## src/shared/tzsc_pkg.sv

```systemverilog
// tzsc_pkg: register map, field positions, reset values, timing and carrier types
// for the three-zone temperature scan controller.
// assumes a 20 MHz device clock and a framing layer that presents decoded accesses.
`default_nettype none
package tzsc_pkg;
   // register addresses on the serial bus (6-bit space)
   localparam logic [5:0]  ADDR_CAPS_FIXED   = 6'h03; // device capability descriptor
   localparam logic [5:0]  ADDR_DEV_STATUS   = 6'h04; // event, error and bus error flags
   localparam logic [5:0]  ADDR_DEV_CONTROL  = 6'h05; // reset, shutdown, low power, enable
   localparam logic [5:0]  ADDR_TEMP_CAPS    = 6'h08; // readout format descriptor
   localparam logic [5:0]  ADDR_TEMP_CONTROL = 6'h09; // zone scan enables, attention enable
   localparam logic [5:0]  ADDR_READOUT      = 6'h0a; // latest result and its zone

   // device control fields
   localparam int          CTL_RESET_BIT     = 0;
   localparam int          CTL_SHUTDOWN_BIT  = 1;
   localparam int          CTL_LOW_POWER_BIT = 2;
   localparam int          CTL_ENABLE_BIT    = 4;
   localparam logic [15:0] CTL_RESET_VAL     = 16'h0000;

   // device status fields
   localparam int          STS_EVENT_BIT     = 0;
   localparam int          STS_ERROR_BIT     = 4;
   localparam int          STS_BUS_ERR_BIT   = 7;
   localparam logic [15:0] STS_RESET_VAL     = 16'h0000;

   // temperature control fields: zone enables at [2:0], attention enable
   localparam int          TCTL_ZONE_LSB     = 0;
   localparam int          TCTL_ATTN_BIT     = 3;
   localparam logic [3:0]  TCTL_RESET_VAL    = 4'h7;

   // readout fields: 10-bit signed value at [15:6], zone number at [1:0]
   localparam int          RD_TEMP_LSB       = 6;
   localparam int          RD_ZONE_LSB       = 0;
   localparam logic [15:0] READOUT_RESET_VAL = 16'h0000;

   // fixed descriptors
   localparam logic [3:0]  FUNC_TYPE_CODE    = 4'h1;     // temperature measurement type
   localparam logic [15:0] TEMP_CAPS_VAL     = 16'h0549; // signed, 10 bits, half degree
   localparam logic [2:0]  RESOLUTION_CODE   = 3'h1;     // lsb weight of half a degree

   // zone numbering
   localparam int          NUM_ZONES         = 3;
   localparam logic [1:0]  ZONE_LOCAL        = 2'h0;     // on-die sensor

   // timing
   localparam int          CLK_MHZ           = 20;
   localparam int          ZONE_PERIOD_US    = 50000;    // active-mode time per zone
   localparam int          ZONE_CYCLES       = ZONE_PERIOD_US * CLK_MHZ;
   localparam int          LOW_POWER_FACTOR  = 4;        // low power slows the scan this much
   localparam int          RESET_OP_CYCLES   = 4;        // length of a device reset operation

   // one decoded register access from the framing layer
   typedef struct packed {
      logic       wr;        // write strobe, one cycle
      logic       rd;        // read strobe, one cycle
      logic       broadcast; // write came to device number zero
      logic [5:0] addr;      // register address
      logic [15:0] wdata;    // write data
   } tzsc_req_t;

   // request to and answer from the analog converter
   typedef struct packed {
      logic       start;     // one-cycle start of a conversion
      logic [1:0] zone;      // zone to convert
   } tzsc_conv_req_t;

   typedef struct packed {
      logic       done;      // one-cycle result strobe
      logic [9:0] temp;      // signed two's complement, half-degree lsb
   } tzsc_conv_rsp_t;
endpackage : tzsc_pkg
`default_nettype wire

```

## src/hw/tzsc_scan_timer.sv

```systemverilog
// tzsc_scan_timer: paces the zone scan, one tick per zone period.
// assumes restart is raised whenever the scan must begin a fresh period.
`default_nettype none
module tzsc_scan_timer #(
   parameter int unsigned ZONE_CYCLES = tzsc_pkg::ZONE_CYCLES,
   parameter int unsigned LP_FACTOR   = tzsc_pkg::LOW_POWER_FACTOR
) (
   input  wire logic clk,
   input  wire logic srst,
   input  wire logic ce,
   input  wire logic run,       // count only while the scan is running
   input  wire logic restart,   // begin a fresh period
   input  wire logic low_power, // stretch the period
   output logic      tick       // one-cycle end of a period
);
   localparam int W = $clog2(ZONE_CYCLES * LP_FACTOR + 1);

   // refuse periods the counter cannot represent, at elaboration rather than at run time
   if (ZONE_CYCLES < 1 || LP_FACTOR < 1) begin : g_bad_period
      $error("tzsc_scan_timer: periods must be at least one cycle");
   end

   logic [W-1:0] count;        // cycles spent in the current period
   logic [W-1:0] limit;        // last count of the period

   // low power stretches the period rather than skipping ticks, so spacing stays even
   assign limit = low_power ? W'(ZONE_CYCLES * LP_FACTOR - 1) : W'(ZONE_CYCLES - 1);

   // period counter; tick registered so the sequencer sees a clean pulse
   always_ff @(posedge clk) begin
      if (srst) begin
         count <= '0;
         tick  <= 1'b0;
      end else if (ce) begin
         tick <= 1'b0;
         if (restart || !run) begin
            count <= '0;
         end else if (count >= limit) begin
            count <= '0;
            tick  <= 1'b1;
         end else begin
            count <= count + W'(1);
         end
      end
   end
endmodule : tzsc_scan_timer
`default_nettype wire

```

## src/hw/tzsc_top.sv

```systemverilog
// tzsc_top: device control, status and temperature scan function of a three-zone sensor.
// assumes the bus framing layer decodes accesses into req, all on clk, and an
// analog converter that answers each start with exactly one done strobe.
`default_nettype none
module tzsc_top #(
   parameter int unsigned ZONE_CYCLES = tzsc_pkg::ZONE_CYCLES
) (
   input  wire logic                     clk,
   input  wire logic                     srst,
   input  wire logic                     ce,
   input  wire tzsc_pkg::tzsc_req_t      req,       // decoded register access
   input  wire logic                     nack,      // transaction ended without ack
   output logic [15:0]                   rdata,     // read data, one cycle after rd
   output logic                          rvalid,    // read data valid
   output tzsc_pkg::tzsc_conv_req_t      conv_req,  // converter start and zone
   input  wire tzsc_pkg::tzsc_conv_rsp_t conv_rsp,  // converter result
   output logic                          attn_req,  // attention request pulse
   output logic                          low_power  // analog side low power level
);
   typedef enum logic [1:0] {TZSC_IDLE, TZSC_WAIT, TZSC_CONV} tzsc_state_t;

   // ascending round-robin pick of the next enabled zone after cur
   function automatic logic [1:0] tzsc_next_zone(input logic [1:0] cur,
                                                 input logic [2:0] en);
      logic [1:0] z;
      z = cur;
      for (int i = 0; i < tzsc_pkg::NUM_ZONES; i++) begin
         z = (z == 2'h2) ? 2'h0 : z + 2'h1;
         if (en[z])
            return z;
      end
      return cur;
   endfunction : tzsc_next_zone

   // control state
   logic              shutdown;     // all functions halted
   logic              func_enable;  // temperature function enabled
   logic              reset_busy;   // device reset operation running
   logic [2:0]        reset_cnt;    // cycles left in the reset operation
   logic              soft_clear;   // last cycle of the reset operation
   // function state
   logic [2:0]        zone_en;      // per-zone scan enables
   logic              attn_enable;  // attention request enable
   logic              event_flag;   // function event flag
   logic              error_flag;   // function error flag (overrun)
   logic              bus_err;      // bus error flag
   logic [15:0]       readout;      // latest result
   tzsc_state_t       state;        // sequencer state
   logic [1:0]        zone;         // zone under measurement
   logic              run;          // scan may proceed
   logic              tick;         // zone period elapsed
   logic              new_result;   // result accepted this cycle
   // decoded accesses
   logic              wr_ctl;
   logic              wr_tctl;
   logic              rd_sts;
   logic              rd_out;
   logic [15:0]       ctl_view;

   // address decode; broadcast reaches only the device control register
   always_comb begin
      wr_ctl  = 1'b0;
      wr_tctl = 1'b0;
      rd_sts  = 1'b0;
      rd_out  = 1'b0;
      if (req.wr && req.addr == tzsc_pkg::ADDR_DEV_CONTROL) begin
         wr_ctl = 1'b1;
      end else if (req.wr && !req.broadcast && req.addr == tzsc_pkg::ADDR_TEMP_CONTROL) begin
         wr_tctl = 1'b1;
      end else if (req.rd && req.addr == tzsc_pkg::ADDR_DEV_STATUS) begin
         rd_sts = 1'b1;
      end else if (req.rd && req.addr == tzsc_pkg::ADDR_READOUT) begin
         rd_out = 1'b1;
      end
   end

   assign soft_clear = reset_busy && reset_cnt == 3'h1;
   assign low_power  = ctl_view[tzsc_pkg::CTL_LOW_POWER_BIT] && !shutdown;
   // no scan while disabled, shut down, resetting or with no zone selected
   assign run = func_enable && !shutdown && !reset_busy && |zone_en;
   assign new_result = run && state == TZSC_CONV && conv_rsp.done;

   // device reset operation: a write of one to bit 0 runs a short timed sequence
   always_ff @(posedge clk) begin
      if (srst) begin
         reset_busy <= 1'b0;
         reset_cnt  <= '0;
      end else if (ce) begin
         if (reset_busy) begin
            reset_cnt <= reset_cnt - 3'h1;
            if (reset_cnt == 3'h1)
               reset_busy <= 1'b0;
         end else if (wr_ctl && req.wdata[tzsc_pkg::CTL_RESET_BIT]) begin
            reset_busy <= 1'b1;
            reset_cnt  <= 3'(tzsc_pkg::RESET_OP_CYCLES);
         end
      end
   end

   // device control bits; unimplemented bits have no storage
   logic low_power_sel;
   always_ff @(posedge clk) begin
      if (srst || (ce && soft_clear)) begin
         shutdown      <= tzsc_pkg::CTL_RESET_VAL[tzsc_pkg::CTL_SHUTDOWN_BIT];
         low_power_sel <= tzsc_pkg::CTL_RESET_VAL[tzsc_pkg::CTL_LOW_POWER_BIT];
         func_enable   <= tzsc_pkg::CTL_RESET_VAL[tzsc_pkg::CTL_ENABLE_BIT];
      end else if (ce && wr_ctl && !reset_busy) begin
         shutdown <= req.wdata[tzsc_pkg::CTL_SHUTDOWN_BIT];
         // broadcast writes leave the upper bits alone
         if (!req.broadcast) begin
            low_power_sel <= req.wdata[tzsc_pkg::CTL_LOW_POWER_BIT];
            func_enable   <= req.wdata[tzsc_pkg::CTL_ENABLE_BIT];
         end
      end
   end

   // control read view; bits 3 and 15-5 are constant zero
   always_comb begin
      ctl_view = '0;
      ctl_view[tzsc_pkg::CTL_RESET_BIT]     = reset_busy;
      ctl_view[tzsc_pkg::CTL_SHUTDOWN_BIT]  = shutdown;
      ctl_view[tzsc_pkg::CTL_LOW_POWER_BIT] = low_power_sel;
      ctl_view[tzsc_pkg::CTL_ENABLE_BIT]    = func_enable;
   end

   // temperature control; default enables every zone so no setup is needed
   always_ff @(posedge clk) begin
      if (srst || (ce && soft_clear)) begin
         zone_en     <= tzsc_pkg::TCTL_RESET_VAL[2:0];
         attn_enable <= tzsc_pkg::TCTL_RESET_VAL[tzsc_pkg::TCTL_ATTN_BIT];
      end else if (ce && wr_tctl) begin
         // writable whether or not the function is enabled
         zone_en     <= req.wdata[tzsc_pkg::TCTL_ZONE_LSB +: 3];
         attn_enable <= req.wdata[tzsc_pkg::TCTL_ATTN_BIT];
      end
   end

   // pacing of the zone scan
   tzsc_scan_timer #(
      .ZONE_CYCLES (ZONE_CYCLES),
      .LP_FACTOR   (tzsc_pkg::LOW_POWER_FACTOR)
   ) u_timer (
      .clk       (clk),
      .srst      (srst),
      .ce        (ce),
      .run       (run && state == TZSC_WAIT),
      .restart   (state == TZSC_IDLE),
      .low_power (low_power),
      .tick      (tick)
   );

   // scan sequencer: wait a period, convert the zone, move to the next enabled zone
   always_ff @(posedge clk) begin
      if (srst || (ce && soft_clear)) begin
         state         <= TZSC_IDLE;
         zone          <= tzsc_pkg::ZONE_LOCAL;
         conv_req      <= '0;
      end else if (ce) begin
         conv_req.start <= 1'b0;
         if (!run) begin
            // leaving the scan forgets the position, so it restarts from the bottom
            state <= TZSC_IDLE;
         end else begin
            case (state)
               TZSC_IDLE: begin
                  // lowest enabled zone: search onward from the top zone
                  zone  <= tzsc_next_zone(2'h2, zone_en);
                  state <= TZSC_WAIT;
               end
               TZSC_WAIT: begin
                  if (!zone_en[zone]) begin
                     // zone switched off while waiting: skip it at once
                     zone <= tzsc_next_zone(zone, zone_en);
                  end else if (tick) begin
                     conv_req.start <= 1'b1;
                     conv_req.zone  <= zone;
                     state          <= TZSC_CONV;
                  end
               end
               TZSC_CONV: begin
                  if (conv_rsp.done) begin
                     zone  <= tzsc_next_zone(zone, zone_en);
                     state <= TZSC_WAIT;
                  end
               end
               default: begin
                  state <= TZSC_IDLE;
               end
            endcase
         end
      end
   end

   // readout: value passed through unchanged in its fixed signed format
   always_ff @(posedge clk) begin
      if (srst || (ce && soft_clear)) begin
         readout <= tzsc_pkg::READOUT_RESET_VAL;
      end else if (ce && new_result) begin
         // overwritten even if unread; the error flag records the loss
         readout <= '0;
         readout[tzsc_pkg::RD_TEMP_LSB +: 10] <= conv_rsp.temp;
         readout[tzsc_pkg::RD_ZONE_LSB +: 2]  <= zone;
      end
   end

   // event and overrun flags: a result in the same cycle as a read sets the event flag and clears the overrun flag
   always_ff @(posedge clk) begin
      if (srst || (ce && soft_clear)) begin
         event_flag <= tzsc_pkg::STS_RESET_VAL[tzsc_pkg::STS_EVENT_BIT];
         error_flag <= tzsc_pkg::STS_RESET_VAL[tzsc_pkg::STS_ERROR_BIT];
      end else if (ce) begin
         if (new_result) begin
            event_flag <= 1'b1;
         end else if (rd_out) begin
            event_flag <= 1'b0;
         end
         // overrun only if the previous result is still unread after this cycle
         if (new_result && event_flag && !rd_out) begin
            error_flag <= 1'b1;
         end else if (rd_out) begin
            error_flag <= 1'b0;
         end
      end
   end

   // bus error flag; a nack beside a status read wins
   always_ff @(posedge clk) begin
      if (srst || (ce && soft_clear)) begin
         bus_err <= tzsc_pkg::STS_RESET_VAL[tzsc_pkg::STS_BUS_ERR_BIT];
      end else if (ce) begin
         if (nack) begin
            bus_err <= 1'b1;
         end else if (rd_sts) begin
            bus_err <= 1'b0;
         end
      end
   end

   // attention request follows each event, gated by its enable
   always_ff @(posedge clk) begin
      if (srst) begin
         attn_req <= 1'b0;
      end else if (ce) begin
         attn_req <= new_result && attn_enable;
      end
   end

   // read data register; unmapped addresses read zero
   always_ff @(posedge clk) begin
      if (srst) begin
         rdata  <= '0;
         rvalid <= 1'b0;
      end else if (ce) begin
         rvalid <= req.rd;
         rdata  <= '0;
         if (req.rd) begin
            if (req.addr == tzsc_pkg::ADDR_CAPS_FIXED) begin
               rdata <= {12'h000, tzsc_pkg::FUNC_TYPE_CODE};
            end else if (req.addr == tzsc_pkg::ADDR_DEV_STATUS) begin
               rdata[tzsc_pkg::STS_EVENT_BIT]   <= event_flag;
               rdata[tzsc_pkg::STS_ERROR_BIT]   <= error_flag;
               rdata[tzsc_pkg::STS_BUS_ERR_BIT] <= bus_err;
            end else if (req.addr == tzsc_pkg::ADDR_DEV_CONTROL) begin
               rdata <= ctl_view;
            end else if (req.addr == tzsc_pkg::ADDR_TEMP_CAPS) begin
               rdata <= tzsc_pkg::TEMP_CAPS_VAL;
            end else if (req.addr == tzsc_pkg::ADDR_TEMP_CONTROL) begin
               rdata[tzsc_pkg::TCTL_ZONE_LSB +: 3] <= zone_en;
               rdata[tzsc_pkg::TCTL_ATTN_BIT]      <= attn_enable;
            end else if (req.addr == tzsc_pkg::ADDR_READOUT) begin
               rdata <= readout;
            end
         end
      end
   end
endmodule : tzsc_top
`default_nettype wire

```

## config.mk

```make
export PLATFORM = sky130hd
export DESIGN_NAME = tzsc_top
export DESIGN_NICKNAME = d
export VERILOG_FILES = /design/src/shared/tzsc_pkg.sv /design/src/hw/tzsc_scan_timer.sv /design/src/hw/tzsc_top.sv
export SDC_FILE = /design/constraint.sdc
export NUM_CORES = 1
export LEC_CHECK = 0
export BUFFER_PORTS_ARGS = -buffer_cell sky130_fd_sc_hd__buf_2
export CAP_MARGIN = 20
export CORE_AREA = 3 3 110 112
export CTS_BUF_LIST = sky130_fd_sc_hd__clkbuf_2 sky130_fd_sc_hd__clkbuf_4 sky130_fd_sc_hd__clkbuf_8
export CTS_CLUSTER_DIAMETER = 200
export CTS_CLUSTER_SIZE = 40
export DETAILED_ROUTE_END_ITERATION = 8
export DIE_AREA = 0 0 113 115
export HOLD_SLACK_MARGIN = 0.06
export SLEW_MARGIN = 10
export SYNTH_ARGS = -nofsm -noshare
export SYNTH_HDL_FRONTEND = slang
export SYNTH_HIERARCHICAL = 1
export SYNTH_SLANG_ARGS = --single-unit
```

## constraint.sdc

```tcl
create_clock -name clk -period 2.2 [get_ports clk]
set_input_delay 0.22 -clock clk [delete_from_list [all_inputs] [get_ports clk]]
set_output_delay 0.22 -clock clk [all_outputs]
set_load 0.02 [all_outputs]
```

==> metrics.yaml, run 1 <==
power_and_ir_drop:
  p_leak_uw: 0.001697
  p_per_area_nw_per_um2: 541.3
  ir_drop_v: 0.0003090
clocking:
  cts_tree: "built"
  clkTransAtPathRegs_ns: 0.09
  clkSinkCount: 73
  clk_latency_ns: 0.35
  cts_root_buf: "clkbuf_8"
  cts_buffers: 9
  clockBufferDepth: 2
  htreeDepth: 3
placed_design:
  dpl.hpwl_mm: 7.174
  dpl_worst_slack_ns: -0.07012
  dp_cells: 633
  port_buffers: 49
  gp_congestion: 0.8487
critical_path:
  max_stage_delay_ns: 0.33
  crit_path_start_kind: "register"
  crit_path_cell_trace: "nor2b_4 > inv_4 > ha_4 > a211o_1 > a2111oi_4 > a2111o_2 > buf_6 > a21oi_2 > a21o_1"
  required_ns: 2.44
  critPathSlowestCell: "dfxtp_2"
  critPathKind: "register to register"
  crit_path_end_kind: "register"
  path_max_fanout: 5
  crit_arrival_ns: 2.46
run_status:
  outcome: "finished with violations"
  failed_checks: "negative setup slack"
floorplan:
  coreArea_um2: 11320
  std_cell_rows: 39
  fp.dieW_um: 113
  die_h_um: 115
  initial_core_util_pct: 34.12
  dieArea_um2: 13000
  io_pins: 62
sta:
  fin_skew_ns: 0.01302
  finalSetupViolations: 10
  finalHoldViolations: 0
  period_needed_ns: 2.220
  fin_hold_ws_ns: 0.1013
  slew_headroom_pct: 60.16
  maxSlewViolCount: 0
  rsz0062_at_grt: "yes"
  fmax_ghz: 0.4504
  post-route-period-util_pct: 100.9
  tns_ns: -0.09831
  worstMarginPinSlew_ns: 0.5955
  setup_slack_ns: -0.02038
flow_run:
  drv_cap: 0
drt:
  vias_per_cell: 5.384
  drt_iter0_markers: 181
  route.met3.wl_um: 552
  drt_wl_total_mm: 9.871
  wl_met2_mm: 4.773
  drc_errors: 0
  wl_per_cell_um: 15.05
  antenna_left: 0
  wirelength_met1_mm: 4.421
  top_layer: "met5"
  firstDrtPassIters: 5
  routed-via-count: 3532
yosys:
  syn-num-nets: 494
  ys_async_sr_fraction_pct: 0
  yosysSeqAreaShare_pct: 37.84
  netlist_area_um2: 3862
  synth_ff_type: "dfxtp_1"
  synth_edf_count: 0
  syn_area_per_cell_um2: 8.798
  ys_ff_latch: 73
  synth_warnings: 6
  synthDistinctLibCells: 66
  synth_cells: 439
layout:
  drive_gt1_share_pct: 24.56
  final.fill_count: 1117
  finalNetCount: 563
  syn2layout_area_growth_pct: 21.80
  final_cells: 656
  seq_area_um2: 1464
  multi_input_area_um2: 2263
  diodes: 0
global_route:
  grt_pass1_wl_mm: 16.67
  grtUsageTotal_pct: 15.63
  grt_pass1_vias: 3495
  grt_max_degree: 26
  overflow: 0
  antenna_found_initial: 1
worst_hold_path:
  hold_path_class: "input pin to register"
## per-stage QoR
step	utilization [%]	total power (µW)	instance area (µm²)
2_1_floorplan	-	1426	3900
3_3_place_gp	38.99	1482	4414
3_5_place_dp	38.99	1485	4414
4_1_cts	41.27	2575	4672
5_1_grt	41.56	2650	4705
6_report	41.56	2546	4705
## layout make-up
cell class	count	share of cell area, %
multi-input cells	323	48.11
flip-flops and latches	73	31.12
repair buffers	84	11.28
well taps	143	3.803
clock buffers	9	2.633
clock inverters	7	1.649
inverters	17	1.410
## synthesized netlist by cell type (4+ instances only)
| library cell | number | area (µm²) |
|---|---|---|
| a22oi_1 | 9 | 67.56 |
| nand2_1 | 40 | 150.1 |
| a21oi_1 | 17 | 85.08 |
| ha_1 | 15 | 187.7 |
| inv_1 | 17 | 63.81 |
| o211ai_1 | 6 | 45.04 |
| nor2_1 | 41 | 153.9 |
| nand3_1 | 16 | 80.08 |
| nand4_1 | 16 | 100.1 |
| mux2i_1 | 27 | 270.3 |
| and4_1 | 5 | 43.79 |
| nand3b_1 | 7 | 52.55 |
| a31oi_1 | 10 | 62.56 |
| o21ai_0 | 17 | 85.08 |
| nor3_1 | 13 | 65.06 |
| clkbuf_1 | 18 | 67.56 |
| buf_2 | 6 | 30.03 |
| a211oi_1 | 4 | 30.03 |
| xnor2_1 | 4 | 35.03 |
| dfxtp_1 | 73 | 1461 |
| nor3b_1 | 5 | 37.54 |
## critical path: cells and delay by family (launching register included)
family | cells | cell delay [ns]
AOI/OAI and AO/OA | 5 | 1.15
adders and majority gates | 1 | 0.21
buffers and inverters | 2 | 0.23
DFF | 1 | 0.33
and+or+nand+nor | 1 | 0.19
## timing repair
action	4_1_cts	5_1_grt
pin swaps	6	6
setup endpoints to repair	15	21
gates cloned	3	0
buffers inserted	2	2
hold buffers	0	0
gates resized for setup	5	12
## final timing paths
kind,from,to,slack (ns),depth (start not counted)
max,low_power_sel,u_timer/tick,-0.02,9
min reg2reg,conv_req[0],conv_req[0],0.46,2
min,conv_rsp[3],readout[9],0.10,3
max reg2reg,low_power_sel,u_timer/tick,-0.02,9
## metal layers
layer  up-vias  track usage (%)
li1       1750                -
met1      1656            19.22
met2       109            26.42
met3        15            4.316
met4         2            5.369
met5         -                0
## cell families (layout without fill, tap and decap cells)
kind of cell / Yosys count / after routing / share of synthesized area [%]
multiplexers: 27 / 27 / 6.997
AND/OR/NAND/NOR: 177 / 178 / 25.33
buffers and inverters: 45 / 117 / 5.150
adder cells (fa/ha/maj): 15 / 15 / 4.859
other: 1 / 1 / 0.09709
flip-flops: 73 / 73 / 37.84
AO/OA/AOI/OAI: 94 / 95 / 18.14
XOR/XNOR: 7 / 7 / 1.587
## report_power, final
part	total (µW)	switching [µW]	internal, µW
sequential	1320	1.64	1320
clock	1090	559	534
combinational	129	84.2	44.5
total	2550	645	1900
## cells in the final DEF (no fill, tap or decap), drive strengths merged, types with 4 or more instances in the layout
cell type,instances
buf,84
dfxtp,73
nor2,42
nand2,42
mux2i,27
inv,19
a21oi,17
o21ai,17
nand4,16
nand3,16
ha,15
nor3,14
a31oi,10
a22oi,9
clkbuf,9
nand3b,7
o211ai,6
nor3b,5
and4,5
a211oi,4
xnor2,4
or3,4
## sequential cells by signal (all words and copies together), names as in the netlist, 2 cells and up
register / count
u_timer/count: 22
reset_cnt: 3
readout: 12
conv_req: 3
zone_en: 3
rdata: 15
state: 2
zone: 2
(Power assumes the default switching activity.)
==> run 2, diff against run 1 <==
Settings changed: BUFFER_PORTS_ARGS -buffer_cell sky130_fd_sc_hd__buf_2 to -buffer_cell sky130_fd_sc_hd__buf_4.
==> metrics.yaml, run 2 (synthesis results as in run 1) <==
sta:
  rsz0062_at_grt: "yes"  # unchanged
  worstMarginPinSlew_ns: 0.8887  # was 0.5955 ns
  fin_skew_ns: 0.007692  # was 0.01302 ns
  maxSlewViolCount: 0  # unchanged
  finalHoldViolations: 0  # unchanged
  slew_headroom_pct: 40.53  # was 60.16%
  post-route-period-util_pct: 100.2  # was 100.9%
  finalSetupViolations: 1  # was 10
  period_needed_ns: 2.204  # was 2.220 ns
  setup_slack_ns: -0.003719  # was -0.02038 ns
  fmax_ghz: 0.4538  # was 0.4504 GHz
power_and_ir_drop:
  p_leak_uw: 0.001739  # was 0.001697 µW
  p_per_area_nw_per_um2: 547.1  # was 541.3 nW/µm²
  ir_drop_v: 0.0003740  # was 0.0003090 V
critical_path:
  path_delay_family: "compound AO/OA/AOI/OAI gates"  # unchanged
  critPathKind: "register to register"  # unchanged
  crit_path_start_kind: "register"  # unchanged
  max_stage_delay_ns: 0.61  # was 0.33 ns
  path_max_fanout: 5  # unchanged
  required_ns: 2.43  # was 2.44 ns
  crit_arrival_ns: 2.43  # was 2.46 ns
  crit_path_end_kind: "register"  # unchanged
  critPathSlowestCell: "a2111o_2"  # was dfxtp_2
  path_buf_inv: 2  # unchanged
  crit_path_cell_trace: "nor2b_4 > inv_4 > ha_1 > nand4_1 > a2111o_2 > buf_6 > nand4_1 > o311ai_2"  # was nor2b_4 > inv_4 > ha_4 > a211o_1 > a2111oi_4 > a2111o_2 > buf_6 > a21oi_2 > a21o_1
  critical_path.most_common_cell: "nand4_1"
layout:
  diodes: 0  # unchanged
  final_cell_mix: "82 x buf_4, 71 x dfxtp_1, 41 x nor2_1, 40 x nand2_1, 27 x mux2i_1"  # was 71 x dfxtp_1, 49 x buf_2, 41 x nor2_1, 40 x nand2_1, 29 x buf_4
  drive_gt1_share_pct: 25.44  # was 24.56%
  largest_register_ffs: 22  # unchanged
  finalNetCount: 565  # was 563
  syn2layout_area_growth_pct: 26.76  # was 21.80%
  fin_util_pct: 43.25  # was 41.56%
  largest_register: "u_timer/count"  # unchanged
  layout_commonest_cell: "buf_4"  # was dfxtp_1
  final_cells: 658  # was 656
  reg_top3: "u_timer/count: 22 flops, rdata: 15 flops, readout: 12 flops"  # unchanged
floorplan:
  die_h_um: 115  # unchanged
  dieArea_um2: 13000  # unchanged
  initial_core_util_pct: 34.12  # unchanged
  io_pins: 62  # unchanged
  coreArea_um2: 11320  # unchanged
  std_cell_rows: 39  # unchanged
  fp.dieW_um: 113  # unchanged
drt:
  drt_wl_total_mm: 10.06  # was 9.871 mm
  drc_errors: 0  # unchanged
  firstDrtPassIters: 4  # was 5
  routed-via-count: 3576  # was 3,532
  vias_per_cell: 5.435  # was 5.384
  wl_per_cell_um: 15.28  # was 15.05 µm
  antenna_left: 0  # unchanged
  drt_iter0_markers: 168  # was 181
clocking:
  clockBufferDepth: 2  # unchanged
  clkTransAtPathRegs_ns: 0.08  # was 0.09 ns
  cts_root_buf: "clkbuf_8"  # unchanged
  clkSinkCount: 73  # unchanged
  cts_buffers: 9  # unchanged
  ctsHoldBuffers: 0  # unchanged
  clk_latency_ns: 0.35  # about the same
  htreeDepth: 3  # unchanged
  cts_tree: "built"  # unchanged
worst_hold_path:
  hold_path_class: "input pin to register"  # unchanged
placed_design:
  dpl.hpwl_mm: 7.211  # was 7.174 mm
  port_buffers: 49  # unchanged
  dp_cells: 637  # was 633
  gp_congestion: 0.8623  # was 0.8487
global_route:
  grt_max_degree: 19  # was 26
  grt_pass1_wl_mm: 16.82  # was 16.67 mm
  grtUsageTotal_pct: 15.74  # was 15.63%
  overflow: 0  # unchanged
  antenna_found_initial: 0  # was 1
  grt_pass1_vias: 3452  # was 3,495
flow_run:
  drv_cap: 0  # unchanged
run_status:
  failed_checks: "negative setup slack"  # unchanged
  outcome: "finished with violations"  # unchanged
-- run 2: cell types whose count changed in the layout (fill, tap and decap cells not counted), moves of 3 or more --
cell and change:
buf_4 +53, o21ai_1 -3, o21ai_0 +3, buf_2 -49
-- run 2: layout make-up --
class / instances / area (µm²)
fill: 1134 / 6425
multi-input combinational: 323 / 2300
sequential: 73 / 1464
timing repair buffer: 86 / 660.6
tap: 143 / 178.9
clock buffer: 9 / 123.9
clock inverter: 7 / 102.6
inverter: 17 / 66.31
-- run 2: per-stage QoR --
step / hold WS (ns) / setup WS [ns] / TNS (ns) / total power [µW] / area (µm²)
after floorplan: 0.3485 / -0.01615 / -0.01634 / 1426 / 3900
after global placement: 0.4486 / -0.08610 / -0.7922 / 1501 / 4567
after detailed placement: 0.4541 / -0.1057 / -1.093 / 1503 / 4567
after CTS: 0.08346 / -0.01007 / -0.02340 / 2720 / 4873
after global routing: 0.1112 / -0.1500 / -1.702 / 2782 / 4896
final: 0.1066 / -0.003719 / -0.003719 / 2679 / 4896
-- run 2: routing by layer --
layer / global-route usage [%] / routed length [µm] / up-vias
met5: 0 / 0 / -
met4: 5.689 / 187 / 0
met3: 3.526 / 568 / 16
met2: 27.09 / 4898 / 107
met1: 19.37 / 4401 / 1696
li1: - / - / 1757
-- run 2: path summary, 6_finish.rpt --
| kind | from | to | slack (ns) | depth (start not counted) |
|---|---|---|---|---|
| max | low_power_sel | u_timer/count[18] | -0.004 | 8 |
| min | conv_rsp[9] | readout[15] | 0.11 | 3 |
| max reg2reg | low_power_sel | u_timer/count[18] | -0.004 | 8 |
| min reg2reg | conv_req[1] | conv_req[1] | 0.46 | 2 |
-- run 2: timing repair --
item,4_1_cts,5_1_grt
hold endpoints to repair,0,0
setup endpoints to repair,16,19
pin swaps,10,2
buffers inserted,1,1
resized for setup,9,7
cloned,3,0
-- run 2: worst reg2reg max path: stages, from the launching register on --
cell and delay (ns):
dfxtp_2 0.33, nor2b_4 0.20, inv_4 0.09, ha_1 0.28, nand4_1 0.20, a2111o_2 0.62
buf_6 0.18, nand4_1 0.10, o311ai_2 0.10
-- run 2: power breakdown --
| group | internal, µW | switching [µW] |
|---|---|---|
| registers | 1320 | 1.71 |
| logic | 61.2 | 87.0 |
| clock network | 648 | 557 |
| total | 2030 | 646 |
==> run 3, diff against run 2 <==
Settings changed: SLEW_MARGIN 10 to default.
Clock period 2.2 ns to 2.8 ns, I/O delays scaled along.
==> metrics.yaml, run 3 (synthesis results as in run 1) <==
run_status:
  outcome: "completed"  # was finished with violations
clocking:
  clkTransAtPathRegs_ns: 0.09  # was 0.08 ns
  cts_tree: "built"  # unchanged
  cts_buffers: 9  # unchanged
  htreeDepth: 3  # unchanged
  clkSinkCount: 73  # unchanged
  clk_latency_ns: 0.35  # about the same
  clockBufferDepth: 2  # unchanged
  postCtsSetupBuffers: 0  # was 1
  cts-resized-gates: 0  # was 9
  ctsHoldBuffers: 0  # unchanged
  cts_root_buf: "clkbuf_8"  # unchanged
sta:
  fin_hold_ws_ns: 0.1470  # was 0.1066 ns
  fin_skew_ns: 0.01473  # was 0.007692 ns
  period_needed_ns: 2.654  # was 2.204 ns
  post-route-period-util_pct: 94.78  # was 100.2%
  finalHoldViolations: 0  # unchanged
  maxSlewViolCount: 0  # unchanged
  slew_headroom_pct: 53.68  # was 40.53%
  fmax_ghz: 0.3768  # was 0.4538 GHz
  worstMarginPinSlew_ns: 0.6940  # was 0.8887 ns
  finalSetupViolations: 0  # was 1
floorplan:
  die_h_um: 115  # unchanged
  dieArea_um2: 13000  # unchanged
  initial_core_util_pct: 34.12  # unchanged
  std_cell_rows: 39  # unchanged
  coreArea_um2: 11320  # unchanged
  io_pins: 62  # unchanged
  fp.dieW_um: 113  # unchanged
worst_hold_path:
  hold_path_end: "func_enable"  # was readout[15]
  hold_path_class: "input pin to register"  # unchanged
  whs_path_depth: 3  # unchanged
  hp-start: "req[4]"  # was conv_rsp[9]
power_and_ir_drop:
  power.net_switching_uw: 487.5  # was 646.1 µW
  swShare_pct: 25.77  # was 24.12%
  ir_drop_v: 0.0002920  # was 0.0003740 V
  clockPowerShare_pct: 39.2  # was 45.0%
  p_per_area_nw_per_um2: 418.8  # was 547.1 nW/µm²
  combPwrFrac_pct: 5.7  # was 5.5%
  p_leak_uw: 0.001562  # was 0.001739 µW
  p_int_uw: 1404  # was 2032 µW
  seqPwrFrac_pct: 55.0  # was 49.4%
critical_path:
  critPathKind: "register to register"  # unchanged
  worstRegToRegCells: 9  # was 8
  r2r-start: "low_power_sel"  # unchanged
  r2r-end: "u_timer/count[8]"  # was u_timer/count[18]
  crit_path_end_kind: "register"  # unchanged
  crit_path_start_kind: "register"  # unchanged
  required_ns: 3.04  # was 2.43 ns
  crit_arrival_ns: 2.90  # was 2.43 ns
  path_max_fanout: 17  # was 5
  regToRegSetupSlack_ns: 0.15  # was -0.004 ns
global_route:
  grtUsageTotal_pct: 14.77  # was 15.74%
  grt_pass1_vias: 3252  # was 3,452
  antenna_found_initial: 0  # unchanged
  overflow: 0  # unchanged
  grt_max_degree: 27  # was 19
  grt_pass1_wl_mm: 15.66  # was 16.82 mm
layout:
  layout_commonest_cell: "dfxtp_1"  # was buf_4
  syn2layout_area_growth_pct: 16.94  # was 26.76%
  final_cell_area_um2: 4517  # was 4896 µm²
  largest_register_ffs: 22  # unchanged
  largest_register: "u_timer/count"  # unchanged
  diodes: 0  # unchanged
  reg_top3: "u_timer/count: 22 flops, rdata: 15 flops, readout: 12 flops"  # unchanged
  drive_gt1_share_pct: 18.43  # was 25.44%
  final_cell_mix: "73 x dfxtp_1, 56 x buf_4, 41 x nor2_1, 40 x nand2_1, 27 x mux2i_1"  # was 82 x buf_4, 71 x dfxtp_1, 41 x nor2_1, 40 x nand2_1, 27 x mux2i_1
  finalNetCount: 534  # was 565
drt:
  vias_per_cell: 5.411  # was 5.435
  routed-via-count: 3387  # was 3,576
  wl_per_cell_um: 15.14  # was 15.28 µm
  drt_iter0_markers: 245  # was 168
  firstDrtPassIters: 6  # was 4
  drc_errors: 0  # unchanged
  antenna_left: 0  # unchanged
  drt_wl_total_mm: 9.475  # was 10.06 mm
placed_design:
  placed_cell_area_um2: 4347  # was 4567 µm²
  port_buffers: 49  # unchanged
  gp_congestion: 0.7794  # was 0.8623
  dpl.hpwl_mm: 6.770  # was 7.211 mm
flow_run:
  drv_cap: 0  # unchanged
[run 3: critical path, cell delays in order (launching register included)]
cell and delay (ns):
dfxtp_1 0.37, nor2b_2 0.24, inv_1 0.16, ha_1 0.33
and4b_1 0.19, nand3_1 0.08, a2111o_2 0.61, buf_12 0.20
and2_4 0.16, a22o_1 0.20
[run 3: worst max-delay path by stage]
stage	from	endpoint	slack (ns)
finish	low_power_sel	u_timer/count[8]	0.15
global placement	low_power_sel	u_timer/count[8]	0.24
CTS	low_power_sel	u_timer/count[8]	0.13
detailed placement	low_power_sel	u_timer/count[8]	0.16
global route	low_power_sel	u_timer/count[8]	-0.01
floorplan	low_power_sel	u_timer/tick	0.12
[run 3: power groups by stage]
stage               sequential [µW]  clock (µW)  combinational [µW]
finish                         1040         742                 108
global route                   1040         811                 119
CTS                            1040         769                 109
detailed placement             1070           0                 109
global placement               1070           0                 108
floorplan                      1070           0                53.6
[run 3: per-layer routing]
metal | GRT usage (%) | up-vias | wire length, µm
li1 | - | 1691 | -
met4 | 3.526 | 0 | 41
met3 | 4.316 | 4 | 496
met1 | 18.29 | 1610 | 4347
met2 | 25.39 | 82 | 4590
met5 | 0 | - | 0
[run 3: layout make-up]
cell class                 count  area, µm²
tap                          143      178.9
clock buffer                   9      123.9
sequential                    73       1461
clock inverter                 6      43.79
fill                        1171       6804
multi-input combinational    321       2205
inverter                      17      63.81
timing repair buffer          57      440.4
[run 3: through the flow]
step | cells | setup TNS (ns) | utilization, % | setup WS, ns | total power [µW]
after floorplan | 439 | 0 | - | 0.1229 | 1120
after global placement | 611 | 0 | 38.40 | 0.2434 | 1173
after detailed placement | 611 | 0 | 38.40 | 0.1581 | 1175
after CTS | 626 | 0 | 39.88 | 0.1254 | 1919
after global routing | 626 | -0.01350 | 39.90 | -0.009677 | 1972
final | 626 | 0 | 39.90 | 0.1461 | 1892
